==> config.mk <==
export PLATFORM = sky130hd
export DESIGN_NAME = net_formatter
export DESIGN_NICKNAME = d
export VERILOG_FILES = /design/src/shared/fmt_pkg.sv /design/src/shared/word_fmt_if.sv /design/src/logic/word_encoder.sv /design/src/logic/word_decoder.sv /design/src/logic/net_formatter.sv
export VERILOG_INCLUDE_DIRS = /design/src /design/src/shared
export SDC_FILE = /design/constraint.sdc
export NUM_CORES = 2
export LEC_CHECK = 0
export BUFFER_PORTS_ARGS = -buffer_cell sky130_fd_sc_hd__buf_2
export CAP_MARGIN = 20
export CORE_MARGIN = 10
export CORE_UTILIZATION = 30
export DETAILED_ROUTE_END_ITERATION = 6
export HOLD_SLACK_MARGIN = 0.05
export PLACE_DENSITY = 0.48
export SLEW_MARGIN = 40
export SYNTH_ARGS = -nofsm -noshare
export SYNTH_HDL_FRONTEND = slang
export SYNTH_SLANG_ARGS = --single-unit
==> constraint.sdc <==
create_clock -name sys_clk -period 18.07 [get_ports sys_clk]
set_input_delay 3.614 -clock sys_clk [delete_from_list [all_inputs] [get_ports sys_clk]]
set_output_delay 3.614 -clock sys_clk [all_outputs]
set_load 0.03 [all_outputs]
==> src/shared/fmt_consts.svh <==
// register map, field positions and timing figures of the network data formatter
`ifndef FMT_CONSTS_SVH
`define FMT_CONSTS_SVH
`define ADDR_CTRL 8'h00
`define ADDR_INCFG 8'h04
`define ADDR_CURRENT 8'h08
`define ADDR_HOST_W0 8'h0C
`define ADDR_HOST_W1 8'h10
`define ADDR_POS_W0 8'h14
`define ADDR_POS_W1 8'h18
`define ADDR_CAPTURE 8'h1C
`define ADDR_CMD 8'h20
`define ADDR_STATUS 8'h24
`define ADDR_ENC_POS 8'h28
`define ADDR_HOST_VAL 8'h2C
`define CTRL_IN_FMT 0
`define CTRL_OUT_FMT 1
`define CTRL_BIG 2
`define CTRL_RES_LO 3
`define CTRL_RES_HI 4
`define INCFG_IN1_LO 0
`define INCFG_IN1_HI 2
`define INCFG_IN2_LO 4
`define INCFG_IN2_HI 6
`define CMD_PRESET_MOTOR 0
`define CMD_PRESET_ENC 1
`define ST_POS_RANGE 0
`define ST_HOST_ERR 1
`define ST_CAPTURED 2
`define ST_FLASH_BUSY 3
`define ST_BEACON_LOST 4
`define SPLIT_BASE 32'sh0000_03E8
`define SPLIT_MIN 32'shFE0C_0000
`define SPLIT_MAX 32'sh01F3_FFFF
`define REM_MAX 32'sh0000_03E7
`define REM_MIN 32'shFFFF_FC19
`define CURRENT_MIN 5'h01
`define CURRENT_MAX 5'h14
`define CURRENT_RST 5'h0A
`define CPR_1K 16'h0400
`define CPR_2K 16'h0800
`define CPR_4K 16'h0FE5
`define CPR_ABS 16'h0800
`define RESP_OKAY 2'h0
`define RESP_SLVERR 2'h2
`define CLK_MHZ 125
`define BEACON_US 400
`endif

==> src/shared/fmt_pkg.sv <==
// types shared by the network data formatter modules
package fmt_pkg;
  typedef enum logic {FMT_SPLIT = 1'b0, FMT_S32 = 1'b1} data_fmt_t;
  typedef enum logic [1:0] {PROTO_EIP = 2'b00, PROTO_MODBUS = 2'b01, PROTO_PNET = 2'b10}
    proto_t;
  typedef enum logic [2:0] {
    FN_GP = 3'b000, FN_CW = 3'b001, FN_CCW = 3'b010, FN_HOME = 3'b011,
    FN_CAPTURE = 3'b100, FN_STOP = 3'b101, FN_START = 3'b110, FN_ESTOP = 3'b111
  } in_func_t;
  typedef enum logic {FL_IDLE = 1'b0, FL_BUSY = 1'b1} flash_state_t;
endpackage : fmt_pkg

==> src/shared/word_fmt_if.sv <==
// word-pair carrier between the formatter and its two converters
`timescale 1ns/1ps
interface word_fmt_if;
  import fmt_pkg::*;
  data_fmt_t fmt;
  logic big_endian;
  logic [31:0] value;
  logic [15:0] word0;
  logic [15:0] word1;
  logic range_err;
  modport encode (input fmt, input big_endian, input value,
    output word0, output word1, output range_err);
  modport decode (input fmt, input big_endian, input word0, input word1,
    output value, output range_err);
endinterface : word_fmt_if

==> src/logic/word_encoder.sv <==
// 32-bit value to lower/upper word pair, split or signed form
`timescale 1ns/1ps
`include "fmt_consts.svh"
module word_encoder (
  word_fmt_if.encode port
);
  import fmt_pkg::*;
  logic signed [31:0] sval;
  logic signed [31:0] quot;
  logic signed [31:0] rem;
  always_comb
  begin
    sval = $signed(port.value);
    // sv division truncates toward zero, remainder keeps the sign
    quot = sval / `SPLIT_BASE;
    rem = sval % `SPLIT_BASE;
    port.range_err = (port.fmt == FMT_SPLIT) && ((sval < `SPLIT_MIN) || (sval > `SPLIT_MAX));
    if (port.fmt == FMT_SPLIT)
    begin
      // out of range words are truncated and meaningless
      port.word0 = quot[15:0];
      port.word1 = rem[15:0];
    end
    else if (port.big_endian)
    begin
      port.word0 = port.value[31:16];
      port.word1 = port.value[15:0];
    end
    else
    begin
      port.word0 = port.value[15:0];
      port.word1 = port.value[31:16];
    end
  end
endmodule : word_encoder

==> src/logic/word_decoder.sv <==
// lower/upper word pair to 32-bit value, split or signed form
`timescale 1ns/1ps
`include "fmt_consts.svh"
module word_decoder (
  word_fmt_if.decode port
);
  import fmt_pkg::*;
  logic signed [31:0] hi;
  logic signed [31:0] lo;
  always_comb
  begin
    hi = {{16{port.word0[15]}}, port.word0};
    lo = {{16{port.word1[15]}}, port.word1};
    if (port.fmt == FMT_SPLIT)
    begin
      port.value = hi * `SPLIT_BASE + lo;
      port.range_err = (lo > `REM_MAX) || (lo < `REM_MIN);
    end
    else
    begin
      port.value = port.big_endian ? {port.word0, port.word1} : {port.word1, port.word0};
      port.range_err = 1'b0;
    end
  end
endmodule : word_decoder

==> src/logic/net_formatter.sv <==
// network data formatter: axi4-lite registers, word formats, inputs, encoder, beacon
`timescale 1ns/1ps
`include "fmt_consts.svh"
module net_formatter #(
  parameter int BEACON_CYC = `BEACON_US * `CLK_MHZ
) (
  input wire logic sys_clk,
  input wire logic sys_rst,
  input wire logic [7:0] awaddr,
  input wire logic awvalid,
  output logic awready,
  input wire logic [31:0] wdata,
  input wire logic [3:0] wstrb,
  input wire logic wvalid,
  output logic wready,
  output logic [1:0] bresp,
  output logic bvalid,
  input wire logic bready,
  input wire logic [7:0] araddr,
  input wire logic arvalid,
  output logic arready,
  output logic [31:0] rdata,
  output logic [1:0] rresp,
  output logic rvalid,
  input wire logic rready,
  input wire logic [1:0] din,
  input wire fmt_pkg::proto_t proto_sel,
  input wire logic enc_present,
  input wire logic enc_abs,
  input wire logic [31:0] enc_pos,
  input wire logic step_pulse,
  input wire logic step_dir,
  input wire logic [31:0] flash_saved,
  input wire logic flash_ack,
  input wire logic beacon_frame,
  output logic [7:0] func_active,
  output logic [4:0] motor_current,
  output logic [15:0] enc_cpr,
  output logic [31:0] motor_pos,
  output logic [31:0] host_value,
  output logic flash_req,
  output logic [31:0] flash_data,
  output logic beacon_lost
);
  import fmt_pkg::*;

  function automatic logic [7:0] decode_func(input in_func_t f, input logic lvl);
    decode_func = 8'h00;
    decode_func[f] = lvl;
  endfunction : decode_func

  word_fmt_if enc_port ();
  word_fmt_if dec_port ();
  word_encoder u_enc (.port(enc_port));
  word_decoder u_dec (.port(dec_port));

  data_fmt_t in_fmt;
  data_fmt_t out_fmt;
  logic big_endian;
  logic strap_loaded;
  logic [1:0] res_sel;
  in_func_t func1;
  in_func_t func2;
  logic [15:0] host_w0;
  logic [15:0] host_w1;
  logic [15:0] pos_w0;
  logic [15:0] pos_w1;
  logic [31:0] capture_pos;
  logic [31:0] enc_offset;
  logic [31:0] enc_report;
  logic [4:0] status_sticky;
  flash_state_t flash_state;
  logic [31:0] beacon_cnt;
  logic [1:0] din_s1;
  logic [1:0] din_s2;
  logic [1:0] din_s3;
  logic [1:0] din_f;
  logic capture_prev;
  logic capture_now;
  logic capture_edge;
  logic aw_held;
  logic w_held;
  logic [7:0] aw_addr_q;
  logic [31:0] w_data_q;
  logic [3:0] w_strb_q;
  logic wr_en;
  logic wr_lo;
  logic [31:0] ctrl_rd;
  logic [31:0] next_rdata;
  logic next_rvalid_err;

  assign enc_port.fmt = out_fmt;
  assign enc_port.big_endian = big_endian;
  assign enc_port.value = motor_pos;
  assign dec_port.fmt = in_fmt;
  assign dec_port.big_endian = big_endian;
  assign dec_port.word0 = host_w0;
  assign dec_port.word1 = host_w1;

  // axi4-lite write: address and data taken in any order, one write open
  assign awready = !aw_held && !bvalid;
  assign wready = !w_held && !bvalid;
  assign arready = !rvalid;
  assign wr_en = aw_held && w_held && !bvalid;
  // only 16-bit words are exchanged, so the low lane pair gates every write
  assign wr_lo = wr_en && (w_strb_q[1:0] == 2'h3);

  always_ff @(posedge sys_clk)
  begin
    if (sys_rst)
    begin
      aw_held <= 1'b0;
      w_held <= 1'b0;
      aw_addr_q <= 8'h00;
      w_data_q <= 32'h0000_0000;
      w_strb_q <= 4'h0;
      bvalid <= 1'b0;
      bresp <= `RESP_OKAY;
    end
    else
    begin
      if (awvalid && awready)
      begin
        aw_held <= 1'b1;
        aw_addr_q <= awaddr;
      end
      if (wvalid && wready)
      begin
        w_held <= 1'b1;
        w_data_q <= wdata;
        w_strb_q <= wstrb;
      end
      if (wr_en)
      begin
        aw_held <= 1'b0;
        w_held <= 1'b0;
        bvalid <= 1'b1;
        bresp <= (aw_addr_q > `ADDR_HOST_VAL || aw_addr_q[1:0] != 2'h0) ? `RESP_SLVERR : `RESP_OKAY;
      end
      else if (bvalid && bready)
        bvalid <= 1'b0;
    end
  end

  // configuration; word order strap caught once after reset release
  always_ff @(posedge sys_clk)
  begin
    if (sys_rst)
    begin
      in_fmt <= FMT_SPLIT;
      out_fmt <= FMT_SPLIT;
      big_endian <= 1'b0;
      strap_loaded <= 1'b0;
      res_sel <= 2'h0;
      func1 <= FN_GP;
      func2 <= FN_GP;
      motor_current <= `CURRENT_RST;
    end
    else
    begin
      if (!strap_loaded)
      begin
        strap_loaded <= 1'b1;
        big_endian <= (proto_sel == PROTO_MODBUS) || (proto_sel == PROTO_PNET);
      end
      else if (wr_lo && aw_addr_q == `ADDR_CTRL)
      begin
        in_fmt <= data_fmt_t'(w_data_q[`CTRL_IN_FMT]);
        out_fmt <= data_fmt_t'(w_data_q[`CTRL_OUT_FMT]);
        big_endian <= w_data_q[`CTRL_BIG];
        res_sel <= w_data_q[`CTRL_RES_HI:`CTRL_RES_LO];
      end
      if (wr_lo && aw_addr_q == `ADDR_INCFG)
      begin
        func1 <= in_func_t'(w_data_q[`INCFG_IN1_HI:`INCFG_IN1_LO]);
        func2 <= in_func_t'(w_data_q[`INCFG_IN2_HI:`INCFG_IN2_LO]);
      end
      if (wr_lo && aw_addr_q == `ADDR_CURRENT)
      begin
        if (w_data_q[15:0] < 16'(`CURRENT_MIN))
          motor_current <= `CURRENT_MIN;
        else if (w_data_q[15:0] > 16'(`CURRENT_MAX))
          motor_current <= `CURRENT_MAX;
        else
          motor_current <= w_data_q[4:0];
      end
    end
  end

  // host-to-device words and their decoded value
  always_ff @(posedge sys_clk)
  begin
    if (sys_rst)
    begin
      host_w0 <= 16'h0000;
      host_w1 <= 16'h0000;
      host_value <= 32'h0000_0000;
    end
    else
    begin
      if (wr_lo && aw_addr_q == `ADDR_HOST_W0)
        host_w0 <= w_data_q[15:0];
      if (wr_lo && aw_addr_q == `ADDR_HOST_W1)
        host_w1 <= w_data_q[15:0];
      host_value <= dec_port.value;
    end
  end

  // device-to-host words, in the host's own format and order
  always_ff @(posedge sys_clk)
  begin
    if (sys_rst)
    begin
      pos_w0 <= 16'h0000;
      pos_w1 <= 16'h0000;
    end
    else
    begin
      pos_w0 <= enc_port.word0;
      pos_w1 <= enc_port.word1;
    end
  end

  // three-flop input filter: a change counts once stages two and three agree
  always_ff @(posedge sys_clk)
  begin
    if (sys_rst)
    begin
      din_s1 <= 2'h0;
      din_s2 <= 2'h0;
      din_s3 <= 2'h0;
      din_f <= 2'h0;
    end
    else
    begin
      din_s1 <= din;
      din_s2 <= din_s1;
      din_s3 <= din_s2;
      for (int i = 0; i < 2; i++)
        if (din_s2[i] == din_s3[i])
          din_f[i] <= din_s3[i];
    end
  end

  assign func_active = decode_func(func1, din_f[0]) | decode_func(func2, din_f[1]);
  assign capture_now = func_active[FN_CAPTURE];
  assign capture_edge = capture_now && !capture_prev && enc_present;

  // absolute units report raw position plus the stored preset offset
  assign enc_report = enc_abs ? enc_pos + enc_offset : enc_pos;

  always_ff @(posedge sys_clk)
  begin
    if (sys_rst)
    begin
      capture_prev <= 1'b0;
      capture_pos <= 32'h0000_0000;
    end
    else
    begin
      capture_prev <= capture_now;
      if (capture_edge)
        capture_pos <= enc_report;
    end
  end

  always_ff @(posedge sys_clk)
  begin
    if (sys_rst)
      enc_cpr <= `CPR_1K;
    else if (enc_abs)
      enc_cpr <= `CPR_ABS;
    else
      case (res_sel)
        2'h0: enc_cpr <= `CPR_1K;
        2'h1: enc_cpr <= `CPR_2K;
        default: enc_cpr <= `CPR_4K;
      endcase
  end

  // motor step counter; a preset command overrides a coincident step
  always_ff @(posedge sys_clk)
  begin
    if (sys_rst)
      motor_pos <= 32'h0000_0000;
    else if (wr_lo && aw_addr_q == `ADDR_CMD && w_data_q[`CMD_PRESET_MOTOR])
      motor_pos <= enc_report;
    else if (step_pulse)
      motor_pos <= step_dir ? motor_pos + 32'h0000_0001 : motor_pos - 32'h0000_0001;
  end

  // encoder preset: offset restored from flash after reset, saved on every preset
  always_ff @(posedge sys_clk)
  begin
    if (sys_rst)
    begin
      enc_offset <= 32'h0000_0000;
      flash_state <= FL_IDLE;
      flash_data <= 32'h0000_0000;
    end
    else if (!strap_loaded)
      enc_offset <= flash_saved;
    else
      case (flash_state)
        FL_IDLE:
          if (wr_lo && aw_addr_q == `ADDR_CMD && w_data_q[`CMD_PRESET_ENC] && enc_abs)
          begin
            enc_offset <= host_value - enc_pos;
            flash_data <= host_value - enc_pos;
            flash_state <= FL_BUSY;
          end
        FL_BUSY:
          if (flash_ack)
            flash_state <= FL_IDLE;
        default: flash_state <= FL_IDLE;
      endcase
  end
  assign flash_req = (flash_state == FL_BUSY);

  // beacon watchdog: each frame restarts the interval
  always_ff @(posedge sys_clk)
  begin
    if (sys_rst)
    begin
      beacon_cnt <= 32'h0000_0000;
      beacon_lost <= 1'b0;
    end
    else if (beacon_frame)
    begin
      beacon_cnt <= 32'h0000_0000;
      beacon_lost <= 1'b0;
    end
    else if (beacon_cnt >= 32'(BEACON_CYC))
      beacon_lost <= 1'b1;
    else
      beacon_cnt <= beacon_cnt + 32'h0000_0001;
  end

  // sticky status, write one to clear; a new event wins over the clear
  always_ff @(posedge sys_clk)
  begin
    if (sys_rst)
      status_sticky <= 5'h00;
    else
    begin
      if (wr_lo && aw_addr_q == `ADDR_STATUS)
        status_sticky <= status_sticky & ~w_data_q[4:0];
      if (enc_port.range_err)
        status_sticky[`ST_POS_RANGE] <= 1'b1;
      if (dec_port.range_err)
        status_sticky[`ST_HOST_ERR] <= 1'b1;
      if (capture_edge)
        status_sticky[`ST_CAPTURED] <= 1'b1;
    end
  end

  always_comb
  begin
    ctrl_rd = 32'h0000_0000;
    ctrl_rd[`CTRL_IN_FMT] = in_fmt;
    ctrl_rd[`CTRL_OUT_FMT] = out_fmt;
    ctrl_rd[`CTRL_BIG] = big_endian;
    ctrl_rd[`CTRL_RES_HI:`CTRL_RES_LO] = res_sel;
    next_rvalid_err = 1'b0;
    case (araddr)
      `ADDR_CTRL: next_rdata = ctrl_rd;
      `ADDR_INCFG: next_rdata = {25'h0, func2, 1'b0, func1};
      `ADDR_CURRENT: next_rdata = {27'h0, motor_current};
      `ADDR_HOST_W0: next_rdata = {16'h0, host_w0};
      `ADDR_HOST_W1: next_rdata = {16'h0, host_w1};
      `ADDR_POS_W0: next_rdata = {16'h0, pos_w0};
      `ADDR_POS_W1: next_rdata = {16'h0, pos_w1};
      `ADDR_CAPTURE: next_rdata = capture_pos;
      `ADDR_CMD: next_rdata = 32'h0000_0000;
      `ADDR_STATUS: next_rdata = {27'h0, beacon_lost, flash_req, status_sticky[2:0]};
      `ADDR_ENC_POS: next_rdata = enc_report;
      `ADDR_HOST_VAL: next_rdata = host_value;
      default:
      begin
        next_rdata = 32'h0000_0000;
        next_rvalid_err = 1'b1;
      end
    endcase
  end

  always_ff @(posedge sys_clk)
  begin
    if (sys_rst)
    begin
      rvalid <= 1'b0;
      rdata <= 32'h0000_0000;
      rresp <= `RESP_OKAY;
    end
    else if (arvalid && arready)
    begin
      rvalid <= 1'b1;
      rdata <= next_rdata;
      rresp <= next_rvalid_err ? `RESP_SLVERR : `RESP_OKAY;
    end
    else if (rvalid && rready)
      rvalid <= 1'b0;
  end
endmodule : net_formatter

# After elaboration in Yosys (flattened, before gate mapping)

Cells that the tools add are included.

Add/subtract/negate cells: 6
$mul: 1
Divide/modulo/power cells: 2
Magnitude comparators: 12
Eq/ne operators: 26
Multiplexer cells: 39
Bitwise logic cells: 7
Reductions and logical operators: 51

Operator list:

| cell                                                                                  | count |
|---|---|
| 32-bit case mux with 11 select lines                                                  | 1 |
| 32-bit two-way mux                                                                    | 9 |
| 32-bit by 1-bit adder with 32-bit output, second input constant                       | 2 |
| 16-bit two-way mux                                                                    | 4 |
| 8-bit by 6-bit == test with 1-bit output, second input constant                       | 6 |
| 8-bit by 5-bit == test with 1-bit output, second input constant                       | 5 |
| 32-bit adder                                                                          | 1 |
| 32-bit by 11-bit divider with 32-bit output, second input constant                    | 1 |
| 8-bit by 4-bit == test with 1-bit output, second input constant                       | 4 |
| 32-bit by 16-bit greater-or-equal comparator with 1-bit output, second input constant | 1 |
| 32-bit by 26-bit greater-than comparator with 1-bit output, second input constant     | 1 |
| 32-bit by 26-bit < comparator with 1-bit output, second input constant                | 1 |
| 32-bit by 11-bit remainder unit with 32-bit output, second input constant             | 1 |
| 32-bit by 1-bit subtractor with 32-bit output, second input constant                  | 1 |
| 32-bit subtractor                                                                     | 1 |
| 27-bit by 16-bit adder with 28-bit output                                             | 1 |
| 1-bit logical AND                                                                     | 25 |
| 16-bit by 8-bit multiplier with 24-bit output, second input constant                  | 1 |
| 12-bit case mux with 2 select lines                                                   | 1 |
| 8-bit AND                                                                             | 2 |
| 8-bit by 3-bit == test with 1-bit output, second input constant                       | 2 |
| 16-bit by 11-bit greater-than comparator with 1-bit output, second input constant     | 1 |
| 16-bit by 5-bit greater-than comparator with 1-bit output, second input constant      | 1 |
| 8-bit zero test                                                                       | 2 |
| other kinds (29)                                                                      | 69 |

Flip-flop bits (word level): 371
Output and inout port bits: 168
Logic and storage cells: 186

# Longest topological paths before layout

Word-level depth: 9
Depth in mapped cells: 77
Mapped depth without buffers: 66

# By module

Synthesis repeated with hierarchy kept, for this count alone.

Cell total of the unflattened synthesis: 4340
Area, all modules: 33594.7 um2

By module, submodules not included:

| module        | instances | cells each | area an instance (um2) |
|---|---|---|---|
| net_formatter | 1         | 2284       | 18885.6 |
| word_encoder  | 1         | 1321       | 9032.4 |
| word_decoder  | 1         | 735        | 5676.7 |

# Least setup slack after synthesis

Ideal clock, no wire load.

Path kind: reg-to-reg
Start: register motor_pos[0]
End: register pos_w0[14]
Arrival: 16.904 ns
Required time: 17.942 ns
Path slack: 1.038 ns
Cell stages (with the launch flop): 74
Buffers on the path: 7
Cell sequence: dfxtp_1 > inv_1 > ha_1 > nor3b_1 > and4_1 > a211oi_1 > or2_1 > clkbuf_1 > nor2_1 > a211o_1 > buf_2 > a211o_1 > buf_2 > or4_4 > a2111oi_1 > o311ai_1 > a21o_1 > a221oi_4 > [... 38 more ...] > a2111oi_4 > o31a_1 > a2111o_1 > a221oi_2 > xor2_2 > a211o_1 > nand2_1 > inv_1 > ha_1 > and3_1 > inv_1 > nor2_1 > nand2_1 > nand2_1 > xnor2_1 > nor2_1 > a21oi_1 > nor2_1

Cells in the longest elaborated chain, start to end: 2

Ends and longest elaborated chain:

| item                                                         | line                 | text |
|---|---|---|
| start: declaration                                           | net_formatter.sv:39  | `output logic [31:0] motor_pos,` |
| start signal: assignment                                     | net_formatter.sv:287 | `motor_pos <= enc_report;` |
| start signal: assignment                                     | net_formatter.sv:289 | `motor_pos <= step_dir ? motor_pos + 32'h0000_0001 : motor_pos - 32'h0000_0001;` |
| 32-bit by 11-bit divider with 32-bit output (no source line) | --                   |  |
| 16-bit two-way mux                                           | word_encoder.sv:18   | `if (port.fmt == FMT_SPLIT)` |
| end signal: assignment                                       | net_formatter.sv:219 | `pos_w0 <= enc_port.word0;` |
| end: declaration                                             | net_formatter.sv:66  | `logic [15:0] pos_w0;` |

No other way between the ends.
A chain may end at the register's enable or synchronous reset.

# Worst setup path in the final report

Start: register motor_pos[26]
End: register pos_w0[6]

The elaborated chain is that of the path after synthesis.

==> results.toml <==
[synth]
yosys_register_bits = 354
async_reset_ff_frac = 0
synth_area_leaders = "dfxtp_1 23%, ha_1 7.5%, a21oi_1 4.9%, nand2_1 4.7%, xnor2_1 4.7%"
synth_top_cell_area_share = 0.2339
netlist_area_sq_um = 30300
syn-instance-count = 3773
ys_seq_area_frac = 0.2339
synth_largest_area_cell = "dfxtp_1"
synth_cell_types = 135
yosys_warnings = 0
post-synth-top-count-cell = "nand2_1"
synth_edf_count = 0
post_synth.cell_area_avg_sq_um = 8.030
synth_commonest_cells = "380 x nand2_1, 354 x dfxtp_1, 328 x nor2_1"
ys.flop_type = "dfxtp_1"

[clocking]
clock_sinks = 354
cts.hold.buffers_added = 0
cts-root-buf = "clkbuf_16"
clock_latency_ps = 610
cts_made_buffers = 44
cts-htree-levels = 2
clk_pin_slew_ps = 60
clk_path_buf_depth = 3
cts_tree = "built"

[global_route]
gr-total-overflow = 0
antenna_found_initial = 3
grt_pass1_wl_microns = 175800
grt_max_degree = 102
first_global_vias = 28760
grt_use_total = 0.1958

[min_path]
hold_path.class = "reg2reg"

[critical_path]
crit_path_end_kind = "flip-flop"
start_kind = "flip-flop"
slowest_stage = "or4b_1"
cpMostUsedCell = "buf_4"
critPathKind = "reg2reg"
cpPeakStageDelay_ps = 620
crit_path_max_fanout = 10
arrival_ps = 17620
cp.required_ps = 18530

[timing]
tightest_slew_ps = 864.3
fin_ws_ps = 902.8
layout_min_cycle_time_ps = 17170
setup_violations = 0
finalHoldViolCount = 0
relSlewSlack = 0.4204
fin_crit_sh = 0.9500
finalClockSkew_ps = 13.29
max_freq_ghz = 0.05825
whs_ps = 445.9
maxSlewViolCount = 0
tns_ps = 0

[floorplanning]
ios = 301
die_h_microns = 337.8
die_x_microns = 337.8
die-area_sq_um = 114100
coreArea_sq_um = 100100
num_rows = 116
start_util = 0.3025

[layout]
finalCoreUtilization = 0.3728
nets = 4627
area_growth_pct = 23.22
fillers = 10560
final_layout_size_suffix_gt1_frac = 0.2200

[routing]
via_count = 29740
ant_nets = 0
vias_per_cell = 5.329
drc_errors = 0
wirelength_microns = 115900
wl_per_cell_microns = 20.77
dr.first_iter.drc_count = 2058
drt_first_pass_iters = 6

[placement]
pre_cts_slack_ps = -75.08
gp_congestion = 0.8923
dp_hpwl_microns = 91050
io_buffer_count = 273

[job]
drv_cap = 0

[outcome]
status = "complete, no violations"
## path summary, 6_finish.rpt
check / from / cells past startpoint / slack (ps) / end
setup reg to reg: motor_pos[26]$_SDFFE_PP0P_ / 71 / 900 / pos_w0[6]$_SDFF_PP0_
hold / removal: din_s1[1]$_SDFF_PP0_ / 1 / 450 / din_s2[1]$_SDFF_PP0_
hold reg to reg: din_s1[1]$_SDFF_PP0_ / 1 / 450 / din_s2[1]$_SDFF_PP0_
setup / recovery: motor_pos[26]$_SDFFE_PP0P_ / 71 / 900 / pos_w0[6]$_SDFF_PP0_
## metal layers
layer	global-route usage	routed length, microns	share of wire	vias up
li1	-	-	-	14700
met5	0	0	0	-
met2	0.3228	53190	0.46	677
met4	0.04630	2823	0.024	0
met3	0.03637	6674	0.058	128
met1	0.2617	53220	0.46	14230
## logic make-up after synthesis
family                     count (synthesis)  share of synthesized area
AOI/OAI and AO/OA                       1215                     0.2834
xor gates and xnor gates                 268                    0.07945
adders and majority gates                250                     0.1184
buffers and inverters                    382                    0.05054
DFF                                      354                     0.2339
muxes                                    158                    0.05439
other                                      1                  0.0001238
and+or+nand+nor                         1145                     0.1797
## registers in the layout, summed over array words and instances (netlist names), 2 cells and up
name / count
motor_current: 5
din_f: 2
din_s1: 2
dec_port.word1: 16
beacon_cnt: 32
motor_pos: 32
flash_data: 32
din_s2: 2
func2: 3
w_strb_q: 2
pos_w0: 16
capture_pos: 32
enc_cpr: 3
host_value: 32
w_data_q: 16
enc_offset: 32
pos_w1: 16
res_sel: 2
func1: 3
rdata: 32
status_sticky: 3
aw_addr_q: 8
dec_port.word0: 16
din_s3: 2
## final cells by class
| type | count | area [sq um] | area share |
|---|---|---|---|
| multi-input cells | 3045 | 22400 | 0.6000 |
| clock buffers | 57 | 1220 | 0.03268 |
| inverters | 174 | 653.1 | 0.01749 |
| well taps | 1298 | 1624 | 0.04350 |
| flip-flops and latches | 354 | 7102 | 0.1902 |
| repair buffers | 630 | 4064 | 0.1089 |
| clock inverters | 21 | 270.3 | 0.007239 |
| diodes | 1 | 2.502 | 0.00006703 |
## per-stage QoR
step,cells,cell area [sq um]
detailed placement,5477,35040
finish,5580,37330
global route,5579,37330
CTS,5555,36580
floorplan,3781,30330
global placement,5477,34980
## critical path: cells and delay by family (launching register included)
kind,cells,cell delay (ps)
AOI/OAI and AO/OA,28,7970
xor gates and xnor gates,4,650
adders and majority gates,1,190
buffers and inverters,13,1980
DFF,1,510
muxes,3,770
and+or+nand+nor,22,4890
## placed cells by master, fill, tap and decap left out, types with 38 or more instances in the layout
cell type	netlist	layout
a211oi_1	168	159
a21o_1	84	84
a21oi_1	297	290
a22oi_1	70	68
and2_1	50	46
buf_2	11	272
buf_4	18	355
clkbuf_16	0	44
dfxtp_1	354	346
fa_1	63	63
ha_1	182	181
inv_1	172	171
mux2i_1	128	127
nand2_1	380	378
nand3_1	66	62
nor2_1	328	319
nor2b_1	40	38
nor3_1	56	54
o211ai_1	51	51
o21ai_0	152	148
o21bai_1	49	49
xnor2_1	162	153
xor2_1	98	90
## timing repair
| item | in CTS | in global routing |
|---|---|---|
| pin swaps | 0 | 25 |
| endpoints found under the setup margin | 12 | 29 |
| gates resized for setup | 10 | 96 |
| setup buffers | 0 | 24 |
Power is left out: the tool's default activity adds up to more than one toggle a clock period on the data nets, which glitch-free logic cannot reach.
